[src/design/csst_pkg.sv]
// Package of constants and types for the clock switch status and interrupt registers
// Functional notes
// - Test register bit 2 picks the input edge the main loop locks to, 0 falling and 1 rising.
// - Each of the five inputs sets its own sticky flag when it changes between valid and invalid.
// - Status bit 7 shows the live frame-sync alarm and reaching the alarm latches a sticky flag.
// - Status bit 6 shows only locked (1) or unlocked (0) for the auxiliary loop.
// - Auxiliary lock comes from fine, coarse, no-activity and frequency-limit losses, each enabled.
// - A coarse phase loss holds the auxiliary lock bit at 0 until the coarse enable is cleared.
// - Each loop stops tracking beyond its hard limit and flags an alarm beyond its soft limit.
// - Status bit 5 is 1 while the main loop tracks beyond its soft limit.
// - Status bit 4 is 1 while the auxiliary loop tracks beyond its soft limit.
// - The main loop state shows as 001 free run, 010 holdover, 100 locked, 101, 110 and 111.
package csst_pkg;
   // Register offsets
   localparam logic [7:0] ADDR_TEST_ONE = 8'h03;
   localparam logic [7:0] ADDR_TEST_TWO = 8'h04;
   localparam logic [7:0] ADDR_IRQ_LOW  = 8'h05;
   localparam logic [7:0] ADDR_IRQ_MID  = 8'h06;
   localparam logic [7:0] ADDR_FREQ_TOP = 8'h07;
   localparam logic [7:0] ADDR_IRQ_HIGH = 8'h08;
   localparam logic [7:0] ADDR_STATUS   = 8'h09;
   // Reset values
   localparam logic [7:0] RST_TEST_ONE  = 8'h14;
   localparam logic [7:0] RST_IRQ_LOW   = 8'hff;
   localparam logic [7:0] RST_IRQ_MID   = 8'h3f;
   localparam logic [7:0] RST_IRQ_HIGH  = 8'h10;
   // Implemented flag bits in each interrupt register
   localparam logic [7:0] MSK_IRQ_LOW   = 8'h3c;
   localparam logic [7:0] MSK_IRQ_MID   = 8'hc1;
   localparam logic [7:0] MSK_IRQ_HIGH  = 8'h80;
   // Field positions
   localparam int POS_EDGE_SEL  = 2;
   localparam int POS_OPMODE    = 7;
   localparam int POS_REF_FAIL  = 6;
   localparam int POS_STANDBY   = 0;
   localparam int POS_SYNC      = 7;
   localparam int POS_AUX_LOCK  = 6;
   localparam int POS_MAIN_SOFT = 5;
   localparam int POS_AUX_SOFT  = 4;
   localparam int POS_IN_LOW    = 2;
   localparam int FREQ_W        = 19;
   // Missing cycles before the reference failure flag
   localparam logic [1:0] MISS_LIMIT = 2'h2;

   // Main loop states as reported
   localparam logic [2:0] ST_FREE_RUN = 3'h1;
   localparam logic [2:0] ST_HOLDOVER = 3'h2;

   // Register access request
   typedef struct packed {
      logic       wr;
      logic       rd;
      logic [7:0] addr;
      logic [7:0] wdata;
   } csst_req_t;

   // Input validity, order: standby, b diff, a diff, b single, a single
   typedef struct packed {
      logic standby_input;
      logic input_b_differential;
      logic input_a_differential;
      logic input_b_single_ended;
      logic input_a_single_ended;
   } csst_valid_t;

   // Auxiliary loop phase loss sources or their enables
   typedef struct packed {
      logic fine;
      logic coarse;
      logic noact;
      logic freqlim;
   } csst_loss_t;
endpackage : csst_pkg

[src/design/csst_regs.sv]
// Status, interrupt and test registers of the clock switch
`timescale 1ns/1ps
`default_nettype none
module csst_regs #(
   parameter int FW = csst_pkg::FREQ_W
) (
   input  wire logic                 clk_i,
   input  wire logic                 rst_i,
   input  wire csst_pkg::csst_req_t  req_i,
   output logic [7:0]                rdata_o,
   input  wire csst_pkg::csst_valid_t valid_i,
   input  wire logic                 ref_pin_i,
   input  wire logic                 main_ref_cycle_missed_i,
   input  wire logic [2:0]           main_loop_state_i,
   input  wire logic                 sync_monitor_alarm_i,
   input  wire csst_pkg::csst_loss_t aux_loss_i,
   input  wire csst_pkg::csst_loss_t loss_enable_i,
   input  wire logic [FW-1:0]        main_loop_offset_i,
   input  wire logic [FW-1:0]        aux_loop_offset_i,
   input  wire logic [FW-2:0]        main_hard_limit_i,
   input  wire logic [FW-2:0]        main_soft_limit_i,
   input  wire logic [FW-2:0]        aux_hard_limit_i,
   input  wire logic [FW-2:0]        aux_soft_limit_i,
   input  wire logic                 readout_loop_select_i,
   output logic                      input_edge_select_o,
   output logic                      ref_edge_o,
   output logic [FW-1:0]             main_loop_track_o,
   output logic [FW-1:0]             aux_loop_track_o,
   output logic                      main_freq_sat_o
);
   import csst_pkg::*;

   // Magnitude of a two's complement offset
   function automatic logic [FW-2:0] mag(input logic [FW-1:0] v);
      logic [FW-1:0] n;
      n = v[FW-1] ? (~v + 1'b1) : v;
      return n[FW-2:0];
   endfunction : mag

   // Offset held to within plus or minus the limit
   function automatic logic [FW-1:0] clamp(input logic [FW-1:0] v, input logic [FW-2:0] lim);
      logic [FW-1:0] l;
      l = {1'b0, lim};
      if (mag(v) <= lim)
         return v;
      else
         return v[FW-1] ? (~l + 1'b1) : l;
   endfunction : clamp

   logic [7:0]  test_one_ff;
   logic [7:0]  irq_low_ff;
   logic [7:0]  irq_mid_ff;
   logic [7:0]  irq_high_ff;
   logic [7:0]  rdata_ff;
   csst_valid_t valid_prev_ff;
   logic [2:0]  state_prev_ff;
   logic [1:0]  miss_cnt_ff;
   logic        sync_prev_ff;
   logic        coarse_hold_ff;
   logic        aux_lock_ff;
   logic        main_soft_ff;
   logic        aux_soft_ff;
   logic        main_sat_ff;
   logic        aux_sat_ff;
   logic [FW-1:0] main_track_ff;
   logic [FW-1:0] aux_track_ff;
   logic [2:0]  pin_sync_ff;
   logic        ref_edge_ff;
   logic        ready_ff;

   logic [4:0]  in_change;
   logic        ref_fail_set;
   logic        opmode_set;
   logic        sync_set;
   logic        main_quiet;
   logic [7:0]  wclr_low;
   logic [7:0]  wclr_mid;
   logic [7:0]  wclr_high;
   logic [7:0]  nxt_irq_low;
   logic [7:0]  nxt_irq_mid;
   logic [7:0]  nxt_irq_high;
   logic [7:0]  nxt_rdata;
   logic [7:0]  status;
   logic [FW-1:0] sel_offset;

   // Events for the sticky flags
   assign in_change    = valid_i ^ valid_prev_ff;
   assign main_quiet   = (main_loop_state_i == ST_FREE_RUN) ||
                         (main_loop_state_i == ST_HOLDOVER);
   assign ref_fail_set = main_ref_cycle_missed_i && !main_quiet &&
                         (miss_cnt_ff == MISS_LIMIT - 2'h1);
   // First cycle after reset has no valid history to compare against
   assign opmode_set   = ready_ff && (main_loop_state_i != state_prev_ff);
   assign sync_set     = sync_monitor_alarm_i && !sync_prev_ff;

   // Write-one clear strobes
   assign wclr_low  = (req_i.wr && req_i.addr == ADDR_IRQ_LOW)  ? req_i.wdata : 8'h00;
   assign wclr_mid  = (req_i.wr && req_i.addr == ADDR_IRQ_MID)  ? req_i.wdata : 8'h00;
   assign wclr_high = (req_i.wr && req_i.addr == ADDR_IRQ_HIGH) ? req_i.wdata : 8'h00;

   // Set beats clear so an event in the clearing cycle is kept
   always_comb begin
      nxt_irq_low  = (irq_low_ff & ~wclr_low) & MSK_IRQ_LOW;
      nxt_irq_low[POS_IN_LOW +: 4] = nxt_irq_low[POS_IN_LOW +: 4] | in_change[3:0];
      nxt_irq_mid  = (irq_mid_ff & ~wclr_mid) & MSK_IRQ_MID;
      nxt_irq_mid[POS_STANDBY]  = nxt_irq_mid[POS_STANDBY] | in_change[4];
      nxt_irq_mid[POS_REF_FAIL] = nxt_irq_mid[POS_REF_FAIL] | ref_fail_set;
      nxt_irq_mid[POS_OPMODE]   = nxt_irq_mid[POS_OPMODE] | opmode_set;
      nxt_irq_high = (irq_high_ff & ~wclr_high) & MSK_IRQ_HIGH;
      nxt_irq_high[POS_SYNC]    = nxt_irq_high[POS_SYNC] | sync_set;
   end

   // Interrupt flags
   always_ff @(posedge clk_i or posedge rst_i) begin
      if (rst_i) begin
         irq_low_ff  <= RST_IRQ_LOW & MSK_IRQ_LOW;
         irq_mid_ff  <= RST_IRQ_MID & MSK_IRQ_MID;
         irq_high_ff <= RST_IRQ_HIGH & MSK_IRQ_HIGH;
      end else begin
         irq_low_ff  <= nxt_irq_low;
         irq_mid_ff  <= nxt_irq_mid;
         irq_high_ff <= nxt_irq_high;
      end
   end

   // Event history
   always_ff @(posedge clk_i or posedge rst_i) begin
      if (rst_i) begin
         valid_prev_ff <= '0;
         state_prev_ff <= ST_FREE_RUN;
         sync_prev_ff  <= 1'b0;
         ready_ff      <= 1'b0;
      end else begin
         valid_prev_ff <= valid_i;
         state_prev_ff <= main_loop_state_i;
         sync_prev_ff  <= sync_monitor_alarm_i;
         ready_ff      <= 1'b1;
      end
   end

   // Consecutive missing reference cycles; a seen edge or quiet state restarts it
   always_ff @(posedge clk_i or posedge rst_i) begin
      if (rst_i) begin
         miss_cnt_ff <= 2'h0;
      end else if (ref_edge_ff || main_quiet) begin
         miss_cnt_ff <= 2'h0;
      end else if (main_ref_cycle_missed_i && miss_cnt_ff != MISS_LIMIT) begin
         miss_cnt_ff <= miss_cnt_ff + 2'h1;
      end
   end

   // Test register one; test register two accepts writes and stores nothing
   always_ff @(posedge clk_i or posedge rst_i) begin
      if (rst_i) begin
         test_one_ff <= RST_TEST_ONE;
      end else if (req_i.wr && req_i.addr == ADDR_TEST_ONE) begin
         test_one_ff <= req_i.wdata;
      end
   end

   // Reference pin synchroniser and chosen edge detector
   always_ff @(posedge clk_i or posedge rst_i) begin
      if (rst_i) begin
         pin_sync_ff <= 3'h0;
         ref_edge_ff <= 1'b0;
      end else begin
         pin_sync_ff <= {pin_sync_ff[1:0], ref_pin_i};
         ref_edge_ff <= test_one_ff[POS_EDGE_SEL] ? (pin_sync_ff[1] && !pin_sync_ff[2])
                                                  : (!pin_sync_ff[1] && pin_sync_ff[2]);
      end
   end

   // Coarse loss latch, released only by dropping its enable
   always_ff @(posedge clk_i or posedge rst_i) begin
      if (rst_i) begin
         coarse_hold_ff <= 1'b0;
      end else if (!loss_enable_i.coarse) begin
         coarse_hold_ff <= 1'b0;
      end else if (aux_loss_i.coarse) begin
         coarse_hold_ff <= 1'b1;
      end
   end

   // Frequency limiting and soft alarms for both loops
   always_ff @(posedge clk_i or posedge rst_i) begin
      if (rst_i) begin
         main_track_ff <= '0;
         aux_track_ff  <= '0;
         main_sat_ff   <= 1'b0;
         aux_sat_ff    <= 1'b0;
         main_soft_ff  <= 1'b0;
         aux_soft_ff   <= 1'b0;
      end else begin
         main_track_ff <= clamp(main_loop_offset_i, main_hard_limit_i);
         aux_track_ff  <= clamp(aux_loop_offset_i, aux_hard_limit_i);
         main_sat_ff   <= mag(main_loop_offset_i) >= main_hard_limit_i;
         aux_sat_ff    <= mag(aux_loop_offset_i) >= aux_hard_limit_i;
         main_soft_ff  <= mag(main_loop_offset_i) > main_soft_limit_i;
         aux_soft_ff   <= mag(aux_loop_offset_i) > aux_soft_limit_i;
      end
   end

   // Auxiliary lock: any enabled loss source, or the held coarse loss, means unlocked
   always_ff @(posedge clk_i or posedge rst_i) begin
      if (rst_i) begin
         aux_lock_ff <= 1'b0;
      end else begin
         aux_lock_ff <= !((aux_loss_i.fine && loss_enable_i.fine) ||
                          (aux_loss_i.noact && loss_enable_i.noact) ||
                          (aux_sat_ff && loss_enable_i.freqlim) ||
                          (aux_loss_i.coarse && loss_enable_i.coarse) ||
                          coarse_hold_ff);
      end
   end

   // Status byte and readout
   assign sel_offset = readout_loop_select_i ? aux_loop_offset_i : main_loop_offset_i;
   assign status = {sync_monitor_alarm_i, aux_lock_ff, main_soft_ff, aux_soft_ff,
                    1'b0, main_loop_state_i};

   // Unused flag bits read as their fixed default; unknown addresses read zero
   always_comb begin
      nxt_rdata = 8'h00;
      if (req_i.rd) begin
         unique case (req_i.addr)
            ADDR_TEST_ONE: nxt_rdata = test_one_ff;
            ADDR_IRQ_LOW:  nxt_rdata = irq_low_ff | (RST_IRQ_LOW & ~MSK_IRQ_LOW);
            ADDR_IRQ_MID:  nxt_rdata = irq_mid_ff | (RST_IRQ_MID & ~MSK_IRQ_MID);
            ADDR_FREQ_TOP: nxt_rdata = {5'h00, sel_offset[FW-1 -: 3]};
            ADDR_IRQ_HIGH: nxt_rdata = irq_high_ff | (RST_IRQ_HIGH & ~MSK_IRQ_HIGH);
            ADDR_STATUS:   nxt_rdata = status;
            default:       nxt_rdata = 8'h00;
         endcase
      end
   end

   // Read data register, held between reads
   always_ff @(posedge clk_i or posedge rst_i) begin
      if (rst_i) begin
         rdata_ff <= 8'h00;
      end else if (req_i.rd) begin
         rdata_ff <= nxt_rdata;
      end
   end

   assign rdata_o             = rdata_ff;
   assign input_edge_select_o = test_one_ff[POS_EDGE_SEL];
   assign ref_edge_o          = ref_edge_ff;
   assign main_loop_track_o   = main_track_ff;
   assign aux_loop_track_o    = aux_track_ff;
   assign main_freq_sat_o     = main_sat_ff;
endmodule : csst_regs
`default_nettype wire

[config.mk]
export PLATFORM = sky130hd
export DESIGN_NAME = csst_regs
export DESIGN_NICKNAME = d
export VERILOG_FILES = /design/src/design/csst_pkg.sv /design/src/design/csst_regs.sv
export SDC_FILE = /design/constraint.sdc
export NUM_CORES = 1
export LEC_CHECK = 0
export ABC_AREA = 1
export BUFFER_PORTS_ARGS = -buffer_cell sky130_fd_sc_hd__buf_2
export CELL_PAD_IN_SITES_DETAIL_PLACEMENT = 1
export CELL_PAD_IN_SITES_GLOBAL_PLACEMENT = 1
export CORE_MARGIN = 1.5
export CORE_UTILIZATION = 38
export DETAILED_ROUTE_END_ITERATION = 16
export PLACE_DENSITY = 0.93
export SYNTH_ARGS = -nofsm -noshare
export SYNTH_HDL_FRONTEND = slang
export SYNTH_SLANG_ARGS = --single-unit
export TNS_END_PERCENT = 20
[constraint.sdc]
create_clock -name clk_i -period 2.97 [get_ports clk_i]
set_clock_uncertainty 0.15 [all_clocks]
set_input_delay 0.1485 -clock clk_i [delete_from_list [all_inputs] [get_ports clk_i]]
set_output_delay 0.1485 -clock clk_i [all_outputs]
set_load 0.02 [all_outputs]
# Yosys cells after proc, flatten, opt, wreduce, memory -nomap -nowiden

Index checks and enable logic that the tools add are counted.

Add/subtract/negate cells: 5
Order comparisons: 6
Eq/ne operators: 12
Mux-type cells: 16
Bitwise logic cells: 16
Reduce and logical (&&, ||, !) cells: 27

Operators by type and width:

| operator                | count |
|---|---|
| $mux W19                | 5 |
| $pmux W8 S6             | 1 |
| $add A19 B1 Y19 const B | 2 |
| $not A18 Y19            | 2 |
| $add A18 B1 Y18 const B | 2 |
| $ge A18 B18 Y1          | 2 |
| $gt A18 B18 Y1          | 2 |
| $le A18 B18 Y1          | 2 |
| $mux W18                | 2 |
| $not A18 Y18            | 2 |
| $eq A8 B3 Y1 const B    | 3 |
| $and A8 B8 Y8           | 2 |
| $eq A8 B4 Y1 const B    | 2 |
| $mux W8                 | 2 |
| $not A8 Y8              | 2 |
| $logic_and A1 B1 Y1     | 15 |
| $eq A8 B2 Y1 const B    | 1 |
| $and A6 B6 Y6           | 1 |
| $logic_or A1 B1 Y1      | 6 |
| $mux W6                 | 1 |
| $not A6 Y6              | 1 |
| $logic_not A1 Y1        | 5 |
| $xor A5 B5 Y5           | 1 |
| $mux W2                 | 2 |
| other kinds (10)        | 16 |

Flip-flop bits (word level): 84
Input port bits: 150
Output and inout bits: 49
Word-level logic and storage cells: 106

# Longest topological paths before layout

Word-level depth: 6
Depth in mapped cells: 22
Mapped depth without buffers: 21

# Worst setup path before layout

No wires, ideal clock.

Path kind: input to register
From: input port main_loop_offset_i[0]
To: register main_track_ff[8], in the netlist main_loop_track_o[8]
Setup time: 0.116 ns
Data arrival time: 2.303 ns
Data required time: 2.704 ns
Path slack: 0.402 ns
Cell stages on the path: 19
Path buffers: 1
Cell sequence: inv_1 > ha_1 > inv_1 > nor2_1 > nand4_1 > nor3_1 > nand2_1 > nand2_1 > xor2_1 > ha_1 > nand2_1 > inv_1 > nand2_1 > nand2_1 > a21oi_1 > nand3_4 > buf_6 > nand3_1 > nand2_2

Longest elaborated chain between the ends: 5

Ends and longest elaborated chain:

| item                 | RTL line         | source |
|---|---|---|
| from (decl)          | csst_regs.sv:18  | `input wire logic [FW-1:0] main_loop_offset_i,` |
| $not A18 Y18         | csst_regs.sv:36  | `n = v[FW-1] ? (~v + 1'b1) : v;` |
| $add A18 B1 Y18      | csst_regs.sv:36  |  |
| $mux W18 (*)         | csst_regs.sv:36  |  |
| $le A18 B18 Y1 (*)   | csst_regs.sv:44  | `if (mag(v) <= lim)` |
| $mux W19 (*)         | csst_regs.sv:44  |  |
| to (signal assigned) | csst_regs.sv:194 | `main_track_ff <= clamp(main_loop_offset_i, main_hard_limit_i);` |
| to (decl)            | csst_regs.sv:65  | `logic [FW-1:0] main_track_ff;` |

Every way passes the cells marked *; elsewhere a longest branch is shown, timed or not.
A chain may end at the register's enable or synchronous reset.

# Worst setup path after layout

From: input port main_loop_offset_i[1]
To: register main_track_ff[6], in the netlist main_loop_track_o[6]

The elaborated chain is that of the path after synthesis.

==> run metrics <==
Main synth FF type dfrtp_1; clock buffer depth 2; violation count after the first detailed-route iteration between 500 and 600; layout cell share with drive strength beyond 1 26.8%; DRT Pass-1 Iters 5; DRC 0; worst slew pin tran 0.832 ns; Setup crit end kind register; Critical Path RT 3.11 ns; I/O pin count roughly 200; Seq cells post-synth 84; reg-to-reg setup timing slack between 1 and 1.5 ns; synth-to-layout area growth 38.6%; area share of the largest cell type after synthesis about a quarter; crit path to main_loop_track_o[6]; Hold Crit Class input pin to register; Mapped Avg Cell Area between 6 and 7 um^2; final hold viol count 0; DP Wirelength 23.1 mm; critical path arrival about 3.1 ns; r2r worst-path depth 3; pre-CTS WS -0.288 ns; reg2reg start coarse_hold_ff; FP Rows 51; Antenna Nets Post-Route 0; CTS buffer count 9; asr flop ratio synth 100%; nets@finish approximately 1,700; status completed; Max VDD drop 263 uV; Worst setup SP type input pin; drt via density around 5.3; setup TNS 0 ns; WHS Path Cells 4; Final Setup Violations 0; number of enable flip-flop cells after synthesis 0; Max-Cap Viols 0; routability cong. around 0.88; Total Routing Usage GR 30.5%; Die Ht about 140 um; vias in the first global route roughly 9,600; Pwr Density slightly above 400 nW/um^2; Synth area leaders dfrtp_1 (25%), nand2_1 (16%), ha_1 (13%); Mapped Nets approximately 1,300; initial antenna violation count 2; Max Freq 0.338 GHz; max_slew headroom between 40% and 50%; clk root buf clkbuf_16; Post-Route WL roughly 33 mm; worst hold slack between 0.03 and 0.04 ns; register area share after synthesis approximately 28%; Post-Syn Instances 1,102; Final Critical Period approximately 3.0 ns; post-DR wirelength/cell approximately 19 um; CTS tree done; CP max FO 6; Placeable Area approximately 20,000 um^2; CTS sink cnt 84; H-tree lvl count 3; Static Leak slightly below 0.006 uW; fin crit share 99.8%; CP startpoint main_loop_offset_i[1]; commonest non-fill, non-tap cell in the layout nand2_1; die width ~140 um; clock latency on the worst-skew pair 0.35 ns; total congestion overflow 0; reg-to-reg endpoint aux_lock_ff; final worst slack about 0.0073 ns; largest net degree at the start of global routing 46; Worst-path clk slew ~0.070 ns; routed via count roughly 9,000; Initial Util between 30% and 40%; synthesized cell area around 7600 um^2; Max Slew Vio Count 0; Yosys top cell by area dfrtp_1; kind of critical path input pin to register; synth unique cells 45; Buffers on Ports between 150 and 200; Syn. warnings 0; most frequent cells in the layout nand2_1 (327), buf_2 (195), inv_1 (153); full die area roughly 21,000 um^2; first-pass GRT wire length ~50 mm; fillers ~2,600
worst max-delay path, stage by stage:
cell and delay [ns]:
buf_2 0.12, inv_2 0.06, ha_2 0.17, inv_2 0.05
nor2_4 0.11, nand4_1 0.21, nor3_2 0.29, nand2_1 0.11
nand2_2 0.09, xor2_2 0.10, ha_1 0.31, nand2_2 0.06
buf_4 0.15, nor2_4 0.18, nand2_4 0.10, nor2_4 0.15
nand2_2 0.10, nand3_4 0.21, buf_6 0.17, nand3_1 0.11
nand2_2 0.09
kinds of logic (layout without fill, tap and decap cells):
kind of cell,count (synthesis),in the layout,share of synthesized area (%)
AND/OR/NAND/NOR,603,605,35.8
other,1,3,0.0496
adder cells (fa/ha/maj),78,78,12.9
AO/OA/AOI/OAI,101,101,7.39
flip-flops,84,84,27.9
multiplexers,1,1,0.149
XOR/XNOR,51,51,5.90
buffers and inverters,183,514,9.90
cell usage after synthesis, types with 2 or more instances:
master,number
nand3_1,80
buf_1,3
inv_1,157
nand2_1,332
o31ai_1,5
dfstp_2,8
nand3b_1,6
nand3_4,2
xnor2_1,7
nor2_4,4
o21ai_1,10
inv_2,4
a21oi_1,31
o2111ai_1,3
nor2_2,2
xor2_1,44
o211ai_1,3
clkinv_1,2
buf_12,2
ha_1,78
nor2_1,97
o21ai_0,42
o21bai_1,2
buf_2,9
nand4_1,20
nor3_1,14
nand2_2,27
dfrtp_1,76
clkbuf_1,3
buf_6,2
nand3_2,13
stage by stage:
stage / instance area (um^2) / utilization, % / power [uW] / std cells
global route: 10500 / 53.7 / 4490 / 1701
finish: 10500 / 53.7 / 4270 / 1702
floorplan: 7570 / - / 2200 / 1102
global placement: 9300 / 47.6 / 2720 / 1612
CTS: 10300 / 52.5 / 4150 / 1691
detailed placement: 9300 / 47.6 / 2810 / 1612
sequential cells by signal, summed over array words and instances, names as in the netlist, 2 cells and up:
signal	flops
pin_sync_ff	3
miss_cnt_ff	2
irq_low_ff	4
test_one_ff	8
valid_prev_ff	5
rdata_o	8
main_loop_track_o	19
aux_loop_track_o	19
irq_mid_ff	3
state_prev_ff	3
per-layer routing:
metal | track usage (%) | vias up | routed length, um
met5 | 0 | - | 0
met4 | 13.6 | 0 | 1440
met3 | 4.01 | 114 | 1700
met2 | 57.2 | 367 | 17200
met1 | 34.1 | 4393 | 12700
li1 | - | 4171 | -
where the power goes:
group	total (uW)	switching, uW	internal [uW]
sequential	1350	74.8	1280
combinational	1650	1020	631
clock	1270	503	768
total	4270	1590	2670
cell type report:
cell class / count / area, um^2 / area share, %
multi-input combinational: 837 / 4870 / 46.4
timing repair buffer: 335 / 2230 / 21.3
sequential: 84 / 2110 / 20.1
inverter: 163 / 613 / 5.84
tap: 265 / 332 / 3.16
clock buffer: 10 / 239 / 2.28
clock inverter: 6 / 93.8 / 0.894
antenna: 2 / 5.00 / 0.0477
how the worst min path moves through the flow:
| stage | startpoint | to |
|---|---|---|
| finish | aux_hard_limit_i[7] | aux_loop_track_o[7] |
| global route | aux_hard_limit_i[7] | aux_loop_track_o[7] |
| CTS | aux_hard_limit_i[7] | aux_loop_track_o[7] |
| detailed placement | ref_pin_i | pin_sync_ff[0] |
| global placement | ref_pin_i | pin_sync_ff[0] |
| floorplan | main_loop_state_i[0] | state_prev_ff[0] |
what timing repair did:
item / in CTS / in global routing
hold buffers: 63 / 0
setup endpoints to repair: 0 / 41
resized for setup: 0 / 40
setup buffers: 0 / 9
hold endpoints to repair: 104 / 0
Note: power is estimated with default switching activity, not from simulation.
